$ cat src/dsa_pkg.sv
`default_nettype none
// ==========================================================
// Shared constants and types of the address/command block
package dsa_pkg;

   // ==========================================================
   // Clock and times (microseconds)
   localparam int unsigned CLK_MHZ           = 100;
   localparam int unsigned T_LISTEN_START_US = 1000;
   localparam int unsigned T_DISC_PER_US     = 250;
   localparam int unsigned T_RAMP_DLY_US     = 20;
   localparam int unsigned T_RAMP_US         = 128;
   localparam int unsigned T_HOLD_US         = 64;

   // Cycle counts derived from the times
   localparam int unsigned LISTEN_START_CYC = T_LISTEN_START_US * CLK_MHZ;
   localparam int unsigned DISC_PER_CYC     = T_DISC_PER_US * CLK_MHZ;
   localparam int unsigned RAMP_DLY_CYC     = T_RAMP_DLY_US * CLK_MHZ;
   localparam int unsigned RAMP_CYC         = T_RAMP_US * CLK_MHZ;
   localparam int unsigned HOLD_CYC         = T_HOLD_US * CLK_MHZ;

   // ==========================================================
   // Widths, levels and frame layout
   localparam int unsigned TMR_W      = 20;
   localparam int unsigned LVL_W      = 9;
   localparam int unsigned RAMP_STEPS = 256;
   localparam logic [8:0]  LVL_FULL   = 9'h100;
   localparam logic [5:0]  FRAME_BITS = 6'h20;
   localparam logic [7:0]  CRC_POLY   = 8'h2f;
   localparam logic [7:0]  CRC_SEED   = 8'hff;
   localparam logic [3:0]  GLOBAL_ID  = 4'h0;
   localparam logic [3:0]  CNT_FIRST  = 4'h1;
   localparam logic [3:0]  CMD_WRITE  = 4'h2;
   localparam logic [7:0]  ADDR_REG   = 8'h00;

   // ==========================================================
   // Register offsets, fields and reset values
   localparam logic [7:0] REG_CTRL     = 8'h00;
   localparam logic [7:0] REG_STATUS   = 8'h04;
   localparam logic [7:0] REG_LAST_CMD = 8'h08;
   localparam logic [7:0] REG_ERR_CNT  = 8'h0c;
   localparam int unsigned CTRL_INIT_END = 0;
   localparam int unsigned CTRL_SWITCH   = 1;
   localparam logic [1:0]  CTRL_RST      = 2'h0;

   // ==========================================================
   // Discovery states and command frame
   typedef enum logic [1:0] {
      DS_IDLE  = 2'b00,
      DS_DELAY = 2'b01,
      DS_RAMP  = 2'b10,
      DS_HOLD  = 2'b11
   } dsa_disc_st_t;

   typedef struct packed {
      logic [3:0] target_slave_id;
      logic [3:0] cmd_code;
      logic [7:0] upper_data_byte;
      logic [7:0] lower_data_byte;
      logic [7:0] crc;
   } dsa_cmd_t;

endpackage
`default_nettype wire

$ cat src/dsa_addr_rx.sv
// Notes on behaviour
// - Nonzero stored address skips other assignment methods
// - Global write to zero assigns the address
// - Downstream switch stays off after power-up
// - Switch closes only after master configures it
// - Listen only unaddressed, before init end, timed
// - After delay, unaddressed device ramps to 2x
// - Sensed current above unit stops, counts up
// - Low sense: finish ramp, then hold level
// - Quiet hold end takes counter as address
// - Master then configures slaves by address
// - Transactions are one master, one slave
// - Frame is 32 bits MSB first, five fields
// - Act only when target id matches address
// - Downstream current sense reveals further slaves
// - CRC-8 poly 0x2f, seed ff, all bits
// - Bad CRC drops the frame, no response
//
// The implementer's own choices: the address map and the Wishbone interface to the registers.
`timescale 1ns/10ps
`default_nettype none
module dsa_addr_rx
   import dsa_pkg::*;
#(
   parameter int unsigned LISTEN_CYC = LISTEN_START_CYC,
   parameter int unsigned PERIOD_CYC = DISC_PER_CYC,
   parameter int unsigned DELAY_CYC  = RAMP_DLY_CYC,
   parameter int unsigned RAMPT_CYC  = RAMP_CYC,
   parameter int unsigned HOLDT_CYC  = HOLD_CYC
) (
   // Clock and reset
   input  wire logic        clk_i,
   input  wire logic        rst_i,
   // Wishbone slave
   input  wire logic        wb_cyc_i,
   input  wire logic        wb_stb_i,
   input  wire logic        wb_we_i,
   input  wire logic [7:0]  wb_adr_i,
   input  wire logic [3:0]  wb_sel_i,
   input  wire logic [31:0] wb_dat_i,
   output logic             wb_ack_o,
   output logic      [31:0] wb_dat_o,
   // Stored address and decoded command bits
   input  wire logic [3:0]  otp_addr_i,
   input  wire logic        cmd_start_i,
   input  wire logic        cmd_bit_vld_i,
   input  wire logic        cmd_bit_i,
   input  wire logic        disc_cmd_i,
   // Downstream current comparator (asynchronous)
   input  wire logic        sense_over_i,
   // Discovery current, switch and address
   output logic             ramp_en_o,
   output logic [LVL_W-1:0] ramp_level_o,
   output logic             switch_on_o,
   output logic [3:0]       bus_address_o,
   // Accepted commands
   output dsa_cmd_t         cmd_o,
   output logic             cmd_vld_o,
   output logic             crc_err_o
);

   // ==========================================================
   // Derived counts
   localparam int unsigned STEP_CYC = (RAMPT_CYC / RAMP_STEPS > 0) ? RAMPT_CYC / RAMP_STEPS : 1;
   localparam int unsigned GAP_CYC  = (PERIOD_CYC / 2 > 0) ? PERIOD_CYC / 2 : 1;

   // ==========================================================
   // State
   logic [3:0]       bus_address_register_q;
   logic             loaded_q;
   logic             init_end_flag_q;
   logic             switch_en_q;
   logic             switch_q;
   logic [2:0]       sense_sync_q;
   logic             sense_q;
   logic [TMR_W-1:0] lst_tmr_q;
   logic             listen_q;
   logic             gap_q;
   dsa_disc_st_t     st_q;
   logic [TMR_W-1:0] tmr_q;
   logic [LVL_W-1:0] level_q;
   logic             ramp_q;
   logic [3:0]       cnt_q;
   logic [5:0]       bit_cnt_q;
   logic [31:0]      shift_q;
   logic [7:0]       crc_q;
   dsa_cmd_t         cmd_q;
   logic             cmd_vld_q;
   logic             crc_err_q;
   logic [7:0]       err_cnt_q;
   logic             ack_q;
   logic [31:0]      dat_q;
   // One serial CRC step, message rotated in at the low end
   function automatic logic [7:0] crc_step(input logic [7:0] c, input logic b);
      logic [7:0] n;
      n = {c[6:0], b};
      if (c[7]) begin
         n = n ^ CRC_POLY;
      end
      return n;
   endfunction

   // ==========================================================
   // Combinational decode
   logic        listen_ok;
   logic        disc_go;
   logic        disc_take;
   logic        frame_done;
   logic [31:0] frm;
   dsa_cmd_t    frm_c;
   logic [7:0]  crc_fin;
   logic        crc_ok;
   logic        id_match;
   logic        glob_set;
   logic        wb_hit;
   // Only an unaddressed device still before init end listens
   assign listen_ok  = loaded_q & ~init_end_flag_q &
                       (bus_address_register_q == GLOBAL_ID);
   assign disc_go    = disc_cmd_i & listen_q & ~gap_q & listen_ok &
                       (st_q == DS_IDLE);
   assign disc_take  = (st_q == DS_HOLD) & ~sense_q &
                       (tmr_q == TMR_W'(HOLDT_CYC - 1));
   assign frame_done = cmd_bit_vld_i & (bit_cnt_q == FRAME_BITS - 6'h01);
   assign frm        = {shift_q[30:0], cmd_bit_i};
   assign frm_c      = dsa_cmd_t'(frm);
   assign crc_fin    = crc_step(crc_q, cmd_bit_i);
   assign crc_ok     = (crc_fin == 8'h00);
   assign id_match   = (frm_c.target_slave_id == bus_address_register_q);
   // Global write assigning the address, only while unaddressed
   assign glob_set   = frame_done & crc_ok & loaded_q &
                       (bus_address_register_q == GLOBAL_ID) &
                       (frm_c.target_slave_id == GLOBAL_ID) &
                       (frm_c.cmd_code == CMD_WRITE) &
                       (frm_c.upper_data_byte == ADDR_REG) &
                       (frm_c.lower_data_byte[3:0] != 4'h0);
   assign wb_hit     = wb_cyc_i & wb_stb_i & ~ack_q;
   // ==========================================================
   // Address register: stored value caught after reset release
   always_ff @(posedge clk_i) begin
      if (rst_i) begin
         bus_address_register_q <= 4'h0;
         loaded_q               <= 1'b0;
      end else if (!loaded_q) begin
         bus_address_register_q <= otp_addr_i;
         loaded_q               <= 1'b1;
      end else if (glob_set) begin
         bus_address_register_q <= frm_c.lower_data_byte[3:0];
      end else if (disc_take) begin
         bus_address_register_q <= cnt_q;
      end
   end
   // Sense comparator: three flops, change taken when 2nd and 3rd agree
   always_ff @(posedge clk_i) begin
      if (rst_i) begin
         sense_sync_q <= 3'h0;
         sense_q      <= 1'b0;
      end else begin
         sense_sync_q <= {sense_sync_q[1:0], sense_over_i};
         if (sense_sync_q[1] == sense_sync_q[2]) begin
            sense_q <= sense_sync_q[2];
         end
      end
   end
   // Listen window: opens after start time, then one command per period
   // Reopening at half a period tolerates master timing jitter
   always_ff @(posedge clk_i) begin
      if (rst_i) begin
         lst_tmr_q <= '0;
         listen_q  <= 1'b0;
         gap_q     <= 1'b0;
      end else if (!listen_q) begin
         lst_tmr_q <= lst_tmr_q + 1'b1;
         if (lst_tmr_q == TMR_W'(LISTEN_CYC - 1)) begin
            listen_q  <= 1'b1;
            lst_tmr_q <= '0;
         end
      end else if (gap_q) begin
         lst_tmr_q <= lst_tmr_q + 1'b1;
         if (lst_tmr_q == TMR_W'(GAP_CYC - 1)) begin
            gap_q <= 1'b0;
         end
      end else if (disc_go) begin
         gap_q     <= 1'b1;
         lst_tmr_q <= '0;
      end
   end

   // ==========================================================
   // Discovery sequencer: delay, ramp to 2x, hold, decide
   always_ff @(posedge clk_i) begin
      if (rst_i) begin
         st_q    <= DS_IDLE;
         tmr_q   <= '0;
         level_q <= '0;
         ramp_q  <= 1'b0;
         cnt_q   <= CNT_FIRST;
      end else if (st_q != DS_IDLE && !listen_ok) begin
         // Init end or an address from elsewhere aborts the ramp
         st_q    <= DS_IDLE;
         ramp_q  <= 1'b0;
         level_q <= '0;
      end else begin
         case (st_q)
            DS_IDLE: begin
               if (disc_go) begin
                  st_q  <= DS_DELAY;
                  tmr_q <= '0;
               end
            end
            DS_DELAY: begin
               tmr_q <= tmr_q + 1'b1;
               if (tmr_q == TMR_W'(DELAY_CYC - 1)) begin
                  st_q    <= DS_RAMP;
                  tmr_q   <= '0;
                  ramp_q  <= 1'b1;
                  level_q <= '0;
               end
            end
            DS_RAMP, DS_HOLD: begin
               if (sense_q) begin
                  // Someone downstream answers: back off and count
                  st_q    <= DS_IDLE;
                  ramp_q  <= 1'b0;
                  level_q <= '0;
                  if (cnt_q != 4'hf) begin
                     cnt_q <= cnt_q + 4'h1;
                  end
               end else if (st_q == DS_RAMP) begin
                  tmr_q <= tmr_q + 1'b1;
                  if (tmr_q == TMR_W'(STEP_CYC - 1)) begin
                     tmr_q   <= '0;
                     level_q <= level_q + 1'b1;
                     if (level_q == LVL_FULL - 9'h001) begin
                        st_q <= DS_HOLD;
                     end
                  end
               end else begin
                  tmr_q <= tmr_q + 1'b1;
                  if (disc_take) begin
                     st_q    <= DS_IDLE;
                     ramp_q  <= 1'b0;
                     level_q <= '0;
                  end
               end
            end
            default: begin
               st_q <= DS_IDLE;
            end
         endcase
      end
   end

   // ==========================================================
   // Command frame shifter and CRC, restarted by each frame start
   always_ff @(posedge clk_i) begin
      if (rst_i || cmd_start_i) begin
         bit_cnt_q <= 6'h00;
         shift_q   <= 32'h0;
         crc_q     <= CRC_SEED;
      end else if (cmd_bit_vld_i && bit_cnt_q != FRAME_BITS) begin
         bit_cnt_q <= bit_cnt_q + 6'h01;
         shift_q   <= frm;
         crc_q     <= crc_fin;
      end
   end
   // Accepted command out; bad CRC is dropped, flagged on crc_err_o and counted
   always_ff @(posedge clk_i) begin
      if (rst_i) begin
         cmd_q     <= '0;
         cmd_vld_q <= 1'b0;
         crc_err_q <= 1'b0;
         err_cnt_q <= 8'h00;
      end else begin
         cmd_vld_q <= frame_done & crc_ok & id_match;
         crc_err_q <= frame_done & ~crc_ok;
         if (frame_done && crc_ok && id_match) begin
            cmd_q <= frm_c;
         end
         if (frame_done && !crc_ok && err_cnt_q != 8'hff) begin
            err_cnt_q <= err_cnt_q + 8'h01;
         end
      end
   end

   // ==========================================================
   // Wishbone: ack one cycle after strobe, unmapped reads zero
   always_ff @(posedge clk_i) begin
      if (rst_i) begin
         ack_q <= 1'b0;
         dat_q <= 32'h0;
      end else begin
         ack_q <= wb_hit;
         if (wb_hit) begin
            case (wb_adr_i)
               REG_CTRL:     dat_q <= {30'h0, switch_en_q, init_end_flag_q};
               REG_STATUS:   dat_q <= {16'h0, listen_q, ramp_q, st_q,
                                       cnt_q, 4'h0, bus_address_register_q};
               REG_LAST_CMD: dat_q <= cmd_q;
               REG_ERR_CNT:  dat_q <= {24'h0, err_cnt_q};
               default:      dat_q <= 32'h0;
            endcase
         end
      end
   end
   // Control register: init end and switch request from the master
   always_ff @(posedge clk_i) begin
      if (rst_i) begin
         {switch_en_q, init_end_flag_q} <= CTRL_RST;
      end else if (wb_hit && wb_we_i && wb_sel_i[0] && wb_adr_i == REG_CTRL) begin
         init_end_flag_q <= wb_dat_i[CTRL_INIT_END];
         switch_en_q     <= wb_dat_i[CTRL_SWITCH];
      end
   end
   // Switch closes only once addressed and configured
   always_ff @(posedge clk_i) begin
      if (rst_i) begin
         switch_q <= 1'b0;
      end else begin
         switch_q <= switch_en_q & (bus_address_register_q != 4'h0);
      end
   end

   // ==========================================================
   // Outputs, each from a flip-flop
   assign wb_ack_o      = ack_q;
   assign wb_dat_o      = dat_q;
   assign ramp_en_o     = ramp_q;
   assign ramp_level_o  = level_q;
   assign switch_on_o   = switch_q;
   assign bus_address_o = bus_address_register_q;
   assign cmd_o         = cmd_q;
   assign cmd_vld_o     = cmd_vld_q;
   assign crc_err_o     = crc_err_q;

endmodule
`default_nettype wire

$ cat config.mk
export PLATFORM = sky130hd
export DESIGN_NAME = dsa_addr_rx
export DESIGN_NICKNAME = d
export VERILOG_FILES = /design/src/dsa_pkg.sv /design/src/dsa_addr_rx.sv
export SDC_FILE = /design/constraint.sdc
export NUM_CORES = 1
export LEC_CHECK = 0
export BUFFER_PORTS_ARGS = -buffer_cell sky130_fd_sc_hd__buf_2
export CORE_ASPECT_RATIO = 0.8
export CORE_UTILIZATION = 28
export DETAILED_ROUTE_END_ITERATION = 12
export SLEW_MARGIN = 30
export SYNTH_ARGS = -nofsm -noshare
export SYNTH_HDL_FRONTEND = slang
export SYNTH_SLANG_ARGS = --single-unit
$ cat constraint.sdc
create_clock -name clk_i -period 6.35 [get_ports clk_i]
set_clock_uncertainty 0.05 [all_clocks]
set_input_delay 0.3175 -clock clk_i [delete_from_list [all_inputs] [get_ports clk_i]]
set_output_delay 0.3175 -clock clk_i [all_outputs]
set_load 0.02 [all_outputs]
Word-level counts from Yosys, hierarchy flattened --
Cells that the tools add are included.
Word-level totals: register bits 190, latch bits 0, RAM bits 0, bits in read-only memories 0, input bits 58, output and inout port bits 82, word-level logic and storage cells 159, memories kept 0
Operators by class: add/sub/neg operators 6, multiply operators 0, div/mod/pow operators 0, order comparisons 0, equality and inequality tests 29, shift-type cells 0, mux-type cells 39, bitwise logic cells 28, reductions and logical operators 29
Operator list (count):
- 20-bit two-way mux | 8
- 32-bit case mux with 4 select lines | 1
- 20-bit case mux with 3 select lines | 1
- 9-bit two-way mux | 5
- 20-bit by 1-bit adder with 20-bit output (second input constant) | 2
- 8-bit zero test | 3
- 1-bit bitwise AND | 21
- 20-bit by 11-bit equality test with 1-bit output (second input constant) | 1
- 20-bit by 13-bit equality test with 1-bit output (second input constant) | 1
- 20-bit by 14-bit equality test with 1-bit output (second input constant) | 1
- 20-bit by 17-bit equality test with 1-bit output (second input constant) | 1
- 20-bit by 6-bit equality test with 1-bit output (second input constant) | 1
- 9-bit case mux with 2 select lines | 1
- 8-bit by 4-bit equality test with 1-bit output (second input constant) | 2
- 4-bit != test (second input constant) | 4
- 2-bit two-way mux | 7
- 4-bit two-way mux | 3
- 4-bit AND reduction | 3
- 1-bit two-way mux | 10
- 9-bit by 1-bit adder with 9-bit output (second input constant) | 1
- 9-bit by 8-bit equality test with 1-bit output (second input constant) | 1
- 1-bit logical AND | 9
- 8-bit by 1-bit adder with 8-bit output (second input constant) | 1
- 8-bit by 3-bit equality test with 1-bit output (second input constant) | 1
- other kinds (27) | 42

Logic depth before layout (Yosys ltp) --
Gate-level depths: netlist of the first run.
depth after elaboration 12, gate-level depth with buffers 10, gate-level depth less buffers 10

Worst setup path after synthesis of the first run --
No wires, ideal clock.
kind register -> register, start point reg level_q[0], in the netlist ramp_level_o[0], end point reg level_q[2], in the netlist ramp_level_o[2], setup time 0.127 ns, data arrival time 2.217 ns, required time 6.173 ns, slack 3.956 ns, stages on the path, launching flop included 11, buffers on the path 0, period minus slack after synthesis 2.394 ns, cells stage by stage dfxtp_1 -> ha_1 -> and3_1 -> and3_1 -> and3_1 -> ha_1 -> inv_1 -> o41ai_1 -> o22ai_1 -> o21bai_1 -> nor2_1
On the way: word-level cells in the longest chain between the ends 5
RTL lines:
- from (decl) | line dsa_addr_rx.sv:81 | logic [LVL_W-1:0] level_q;
- from (signal assigned) | line dsa_addr_rx.sv:232 | level_q <= level_q + 1'b1;
- 9-bit by 1-bit adder with 9-bit output | line dsa_addr_rx.sv:232
- 9-bit two-way mux | line dsa_addr_rx.sv:230 | if (tmr_q == TMR_W'(STEP_CYC - 1)) begin
- 9-bit two-way mux | line dsa_addr_rx.sv:228 | end else if (st_q == DS_RAMP) begin
- 9-bit two-way mux | line dsa_addr_rx.sv:220 | if (sense_q) begin
- 9-bit case mux with 2 select lines | line dsa_addr_rx.sv:203 | case (st_q)
No other way between the ends. The select of a mux whose other input is x is not followed. A chain may end at the register's enable or synchronous reset.

Worst setup path in the final report of the first run --
start point reg bit_cnt_q[0], end point reg bus_address_register_q[2], in the netlist bus_address_o[2]
On the way: word-level cells in the longest chain between the ends 11, elaborated cells on any way between the ends 12, classes of those cells eq/ne (2); mux (2); bitwise (8)
RTL lines:
- from (decl) | line dsa_addr_rx.sv:84 | logic [5:0] bit_cnt_q;
- from (signal assigned) | line dsa_addr_rx.sv:261 | bit_cnt_q <= bit_cnt_q + 6'h01;
- 6-bit by 5-bit equality test with 1-bit output * | line dsa_addr_rx.sv:123 | assign frame_done = cmd_bit_vld_i & (bit_cnt_q == FRAME_BITS - 6'h01);
- 1-bit bitwise AND * | line dsa_addr_rx.sv:123
- 1-bit bitwise AND * (3 in series) | line dsa_addr_rx.sv:130 | assign glob_set = frame_done & crc_ok & loaded_q &
- 1-bit bitwise AND * | line dsa_addr_rx.sv:131 | (bus_address_register_q == GLOBAL_ID) &
- 1-bit bitwise AND * | line dsa_addr_rx.sv:132 | (frm_c.target_slave_id == GLOBAL_ID) &
- 1-bit bitwise AND * | line dsa_addr_rx.sv:133 | (frm_c.cmd_code == CMD_WRITE) &
- 1-bit bitwise AND * | line dsa_addr_rx.sv:134 | (frm_c.upper_data_byte == ADDR_REG) &
- 4-bit two-way mux | line dsa_addr_rx.sv:146 | end else if (glob_set) begin
- 4-bit two-way mux | line dsa_addr_rx.sv:143 | end else if (!loaded_q) begin
- to (signal assigned) | line dsa_addr_rx.sv:144 | bus_address_register_q <= otp_addr_i;
- to (signal assigned) | line dsa_addr_rx.sv:147 | bus_address_register_q <= frm_c.lower_data_byte[3:0];
- to (signal assigned) | line dsa_addr_rx.sv:149 | bus_address_register_q <= cnt_q;
- to (decl) | line dsa_addr_rx.sv:69 | logic [3:0] bus_address_register_q;
Every way passes the cells marked *; elsewhere a longest branch is shown, timed or not.

==> results of run 1 <==
## path summary, 6_finish.rpt
kind | slack, ps | end | from | cells past startpoint
worst max-delay path | 3510 | bus_address_o[2] | bit_cnt_q[0] | 7
worst min-delay path | 40 | sense_sync_q[0] | sense_over_i | 2
worst max register to register | 3510 | bus_address_o[2] | bit_cnt_q[0] | 7
worst min register to register | 400 | wb_dat_o[31] | wb_dat_o[31] | 2
## worst register-to-register path, cell delays in order (launching register included)
cell,delay [ps]
dfxtp_1,390
ha_1,190
nand4_1,150
nor3_1,460
nand3_4,350
or4_4,710
and4_4,230
a32o_1,200
## cell families (layout without fill, tap and decap cells)
kind of cell	Yosys count	count (layout)	share of synthesized area, %
other	0	3	0
XOR/XNOR	58	58	6.14
multiplexers	30	30	3.72
AND/OR/NAND/NOR	449	449	25.9
buffers and inverters	64	158	3.13
flip-flops	190	190	46.0
adder cells (fa/ha/maj)	9	9	1.36
AO/OA/AOI/OAI	180	180	13.8
## through the flow
step,util (%),setup slack [ps],std cells,cell area (sq um)
final,33.9,3510,1447,9730
after detailed placement,31.8,3390,1413,9140
after floorplan,-,3960,980,8280
after global placement,31.8,3320,1413,9130
after global routing,33.9,3310,1444,9720
after CTS,33.8,3340,1443,9690
## registers in the layout (all words and copies together), names as in the netlist, 2 cells and up
name,flops
crc_q,8
bit_cnt_q,6
tmr_q,20
lst_tmr_q,20
sense_sync_q,3
err_cnt_q,8
cmd_o,32
st_q,2
bus_address_o,4
shift_q,31
wb_dat_o,32
ramp_level_o,9
cnt_q,4
## power by group through the flow
stage	clock network, uW	registers, uW	logic [uW]
finish	1050	1210	98.5
global route	1120	1210	109
CTS	1070	1210	99.5
detailed placement	0	1240	98.9
global placement	0	1240	97.4
floorplan	0	1230	66.2
## area by class of cell
type                            count  area (sq um)  share of cell area (%)
Tap cell                          370           463                    4.76
Clock buffer                       20           437                    4.49
Inverter                           14          52.6                   0.540
Timing Repair Buffer              114           613                    6.30
Antenna cell                        3          7.51                  0.0772
Clock inverter                     10           118                    1.21
Sequential cell                   190          3800                    39.1
Multi-Input combinational cell    726          4240                    43.5
## Yosys cell counts (all sizes together), types with 3 or more instances
master  instances
a31oi           3
nand4          22
nand2b          5
a22o           10
inv            12
and4            4
mux2            6
dfxtp         190
ha              9
nor4           15
or3             8
a21oi          90
a32o            6
nor2          124
a32oi           4
xnor2          32
clkbuf         41
nand3b          4
nor3           23
o211ai          4
nor4b           3
or4            10
nor2b           5
mux2i          24
a22oi          11
nor3b           6
o21ai          29
nand2         151
o31ai           4
xor2           26
and3            6
or2             9
buf             9
nand3          49
## routing by layer
metal | vias to the layer above | share of wire (%) | wire length, um | GRT usage [%]
met5 | - | 0 | 0 | 0
met4 | 0 | 1.2 | 282 | 4.12
met3 | 17 | 6.5 | 1490 | 4.19
met2 | 185 | 42 | 9630 | 22.5
met1 | 3450 | 50 | 11500 | 22.1
li1 | 3595 | - | - | -
==> impl_metrics.csv, run 1 <==
group,metric,value,unit
pwr,power_leakage,0.00349,uW
pwr,irDropWorstVdd,0.212,mV
timing,hold_slack,43.5,ps
synthesis,ys_seq_elements,190,
setup_path,cp_slowest_stage_delay,700,ps
finish,num-nets-final,1130,
pwr,p_sw_share,23.4,%
synthesis,synth_top_area_cell,"dfxtp_1",
setup_path,worstPathArrival,3120,ps
cts,clkSinkCount,190,
cts,ctsHtreeMaxLevel,4,
pwr,p_int,1800,uW
cts,ctsRootBufferMaster,"clkbuf_16",
floorplan,die-area,30300,sq um
floorplan,die_y,156,um
cts,clk_pin_slew,70,ps
setup_path,crit_chain,"ha_1 -> nand4_1 -> nor3_1 -> nand3_4 -> or4_4 -> and4_4 -> a32o_1",
cts,clockBufferDepth,2,
placement,hpwl,16.1,mm
global_route,grt_max_degree,66,
finish,num-fill-cells,2971,
setup_path,start_kind,"flip-flop",
floorplan,io_pins,140,
cts,post_cts_buffers,0,
synthesis,yosysSeqAreaShare,46.0,%
placement,placement.io_buffers,106,
setup_path,worstSetupEndpointType,"flip-flop",
timing,fin_crit_sh,44.7,%
floorplan,core,28700,sq um
finish,drive_gt1_share,16.2,%
pwr,cellPowerDensity,242,nW/um^2
synthesis,yosys-top-cells-area,"dfxtp_1 46%, nand2_1 6.8%, nor2_1 5.6%, a21oi_1 5.4%, xnor2_1 3.4%",
timing,tns,0,ps
cts,clock_latency,440,ps
floorplan,start_util,28.8,%
timing,slew_viol_final,0,
routing,dr_total_vias,7247,
routing,postRouteAntennaNets,0,
synthesis,synthesis.nets,1047,
setup_path,critical_path_peak_fanout,19,
setup_path,crit_buf_inv,0,
floorplan,rows,55,
global_route,grt_pass1_vias,6729,
routing,wirelength,22.9,mm
pwr,power_frac_seq,51.4,%
finish,layout_common_cells,"190 x dfxtp_1, 151 x nand2_1, 123 x nor2_1",
synthesis,synth_cells,980,
pwr,p_comb_share,4.2,%
worst_hold_path,hp-class,"in -> reg",
global_route,grt_overflow,0,
timing,min_period,2840,ps
floorplan,chipWidth,194,um
routing,wl_per_cell,15.8,um
setup_path,critPathSlowestCell,"or4_4",
setup_path,critical-path-top-delay-family,"simple AND/OR/NAND/NOR gates",
global_route,track_usage,15.4,%
synthesis,synth_edf_count,0,
cts,cts_resized,0,
timing,report.final.hold_viol_count,0,
cts,cts_tree,"done",
synthesis,avgSynthCellArea,8.45,sq um
pwr,p_switching,550,uW
timing,max_freq,352,MHz
synthesis,synth_cell_type_count,68,
placement,routabilityCongestion,0.840,
global_route,antenna_found_initial,3,
setup_path,crit_type,"reg -> reg",
synthesis,yosysTopAreaCellShare,46.0,%
routing,drc,0,
synthesis,synth_flop_cell,"dfxtp_1",
synthesis,async_flop_share,0,%
timing,max-slew-margin-rel,44.4,%
cts,cts_buffers,17,
cts,hold_buffers,0,
job,drv_cap,0,
routing,first_pass_iters,5,
timing,tightest_slew,829,ps
run_status,status,"complete, no violations",
routing,vias_per_cell,5.01,
finish,layout_commonest_cell,"dfxtp_1",
global_route,grt_pass1_wl,37.0,mm
timing,rsz0062_at_grt,"false",
finish,syn_to_final_growth,17.6,%
setup_path,cp.required,6630,ps
routing,drt_iter0_drc,667,
synthesis,syn_area,8280,sq um
timing,finalSetupViolCount,0,
pwr,clkPwrFrac,44.4,%
synthesis,synth_warnings,0,
pwr,p_total,2350,uW
No activity file was read; power rests on OpenSTA's default activity.
==> run 2: changes to the inputs <==
==> constraint.sdc (replaced) <==
create_clock -name clk_i -period 3 [get_ports clk_i]
set_clock_uncertainty 0.05 [all_clocks]
set_input_delay 0.15 -clock clk_i [delete_from_list [all_inputs] [get_ports clk_i]]
set_output_delay 0.15 -clock clk_i [all_outputs]
set_load 0.02 [all_outputs]
==> run 2 against run 1 <==
Combinational power increased by 140%. Critical path type unchanged. Non-clock buffer count increased by 26. Critical endpoint is now ramp_level_o[6]. Global-route usage about the same. Design area increased by 2.8%. Hold slack got worse by 17 ps. First-iteration DRC count decreased by 26%. Worst setup slack got worse by 3100 ps. Die area unchanged.
==> impl_metrics.csv, run 2 (synthesis gave the netlist of run 1 again) <==
group,metric,value,unit
timing,slew_viol_final,0,
routing,first_pass_iters,5,
floorplan,chipWidth,194,um
setup_path,critical_path_peak_fanout,5,
setup_path,cp_slowest_stage_delay,650,ps
placement,placement.io_buffers,106,
run_status,status,"complete, no violations",
global_route,grt_max_degree,71,
floorplan,start_util,28.8,%
cts,ctsHtreeMaxLevel,4,
setup_path,crit_type,"reg -> reg",
cts,clockBufferDepth,2,
timing,hold_slack,26.1,ps
cts,cts_tree,"done",
finish,layout_common_cells,"190 x dfxtp_1, 151 x nand2_1, 123 x nor2_1",
setup_path,cp.required,3270,ps
timing,max-slew-margin-rel,48.1,%
job,drv_cap,0,
routing,wirelength,23.1,mm
routing,dr_total_vias,7389,
finish,layout_commonest_cell,"dfxtp_1",
global_route,track_usage,15.5,%
placement,hpwl,16.5,mm
cts,clk_pin_slew,70,ps
routing,postRouteAntennaNets,0,
timing,min_period,2610,ps
routing,wl_per_cell,15.7,um
pwr,irDropWorstVdd,0.440,mV
routing,drt_iter0_drc,496,
setup_path,critPathSlowestCell,"or4_1",
setup_path,crit_chain,"ha_1 -> nand3_1 -> or4_1 -> o21ai_0 -> o22ai_1 -> o21bai_1 -> nor2_1",
timing,fin_crit_sh,87.0,%
setup_path,critical-path-top-delay-family,"compound AO/OA/AOI/OAI gates",
timing,rsz0062_at_grt,"false",
global_route,grt_pass1_wl,37.0,mm
global_route,grt_overflow,0,
routing,vias_per_cell,5.01,
placement,routabilityCongestion,0.825,
cts,ctsRootBufferMaster,"clkbuf_16",
setup_path,start_kind,"flip-flop",
timing,max_freq,383,MHz
floorplan,core,28700,sq um
pwr,cellPowerDensity,521,nW/um^2
worst_hold_path,hp-class,"in -> reg",
setup_path,crit_buf_inv,0,
floorplan,die-area,30300,sq um
global_route,grt_pass1_vias,6720,
finish,syn_to_final_growth,20.9,%
pwr,power_leakage,0.00365,uW
cts,clkSinkCount,190,
floorplan,die_y,156,um
setup_path,worstSetupEndpointType,"flip-flop",
finish,num-nets-final,1156,
cts,hold_buffers,8,
cts,cts_resized,0,
global_route,antenna_found_initial,3,
timing,tns,0,ps
finish,drive_gt1_share,17.7,%
floorplan,rows,55,
finish,num-fill-cells,2951,
cts,cts_buffers,17,
cts,clock_latency,440,ps
routing,drc,0,
timing,finalSetupViolCount,0,
floorplan,io_pins,140,
cts,post_cts_buffers,0,
timing,tightest_slew,778,ps
timing,report.final.hold_viol_count,0,
setup_path,worstPathArrival,2880,ps
-- run 2: changes by cell type in the layout (fill, tap and decap cells not counted), moves of 2 or more --
cell and change:
clkinv_2 -2, inv_6 +4, clkinvlp_4 -2, clkinv_4 +2, dlygate4sd3_1 +8, buf_4 +18, clkbuf_1 -3
-- run 2: layout make-up --
type,count,area [sq um],area share [%]
antenna,3,7.51,0.0750
clock buffer,17,425,4.25
clock inverter,15,203,2.03
inverter,14,52.6,0.525
multi-input combinational,726,4230,42.3
sequential,190,3800,38.0
tap,370,463,4.63
timing repair buffer,140,821,8.20
-- run 2: per-layer routing --
metal	global-route usage, %	up-vias	share of wire, %
met4	4.27	0	1.6
met5	0	-	0
met2	22.0	224	40
li1	-	3650	-
met3	3.89	17	7.0
met1	22.8	3498	51
-- run 2: stage by stage --
step	instance area (sq um)	instances	total power, uW	setup WS (ps)	utilization, %
after floorplan	8280	980	2750	606	-
after global placement	9290	1432	2840	435	32.4
after detailed placement	9290	1432	2840	372	32.4
after CTS	10000	1472	5260	356	34.8
after global routing	10000	1473	5380	176	34.8
final	10000	1475	5210	390	34.9
-- run 2: report_power, final --
| part | switching (uW) | leakage, uW | internal, uW |
|---|---|---|---|
| Sequential | 15.4 | 0.00153 | 2540 |
| Clock | 1080 | 0.000300 | 1340 |
| Combinational | 159 | 0.00182 | 80.2 |
-- run 2: tightest hold or removal path, cell delays in order --
cell and delay (ps):
buf_2 80, or2_2 100, a32o_1 150
-- run 2: path summary, 6_finish.rpt --
| kind | start | end | slack, ps | cells past startpoint |
|---|---|---|---|---|
| worst min-delay path | otp_addr_i[0] | bus_address_o[0] | 30 | 3 |
| worst max register to register | tmr_q[0] | ramp_level_o[6] | 390 | 7 |
| worst max-delay path | tmr_q[0] | ramp_level_o[6] | 390 | 7 |
| worst min register to register | wb_dat_o[26] | wb_dat_o[26] | 400 | 2 |
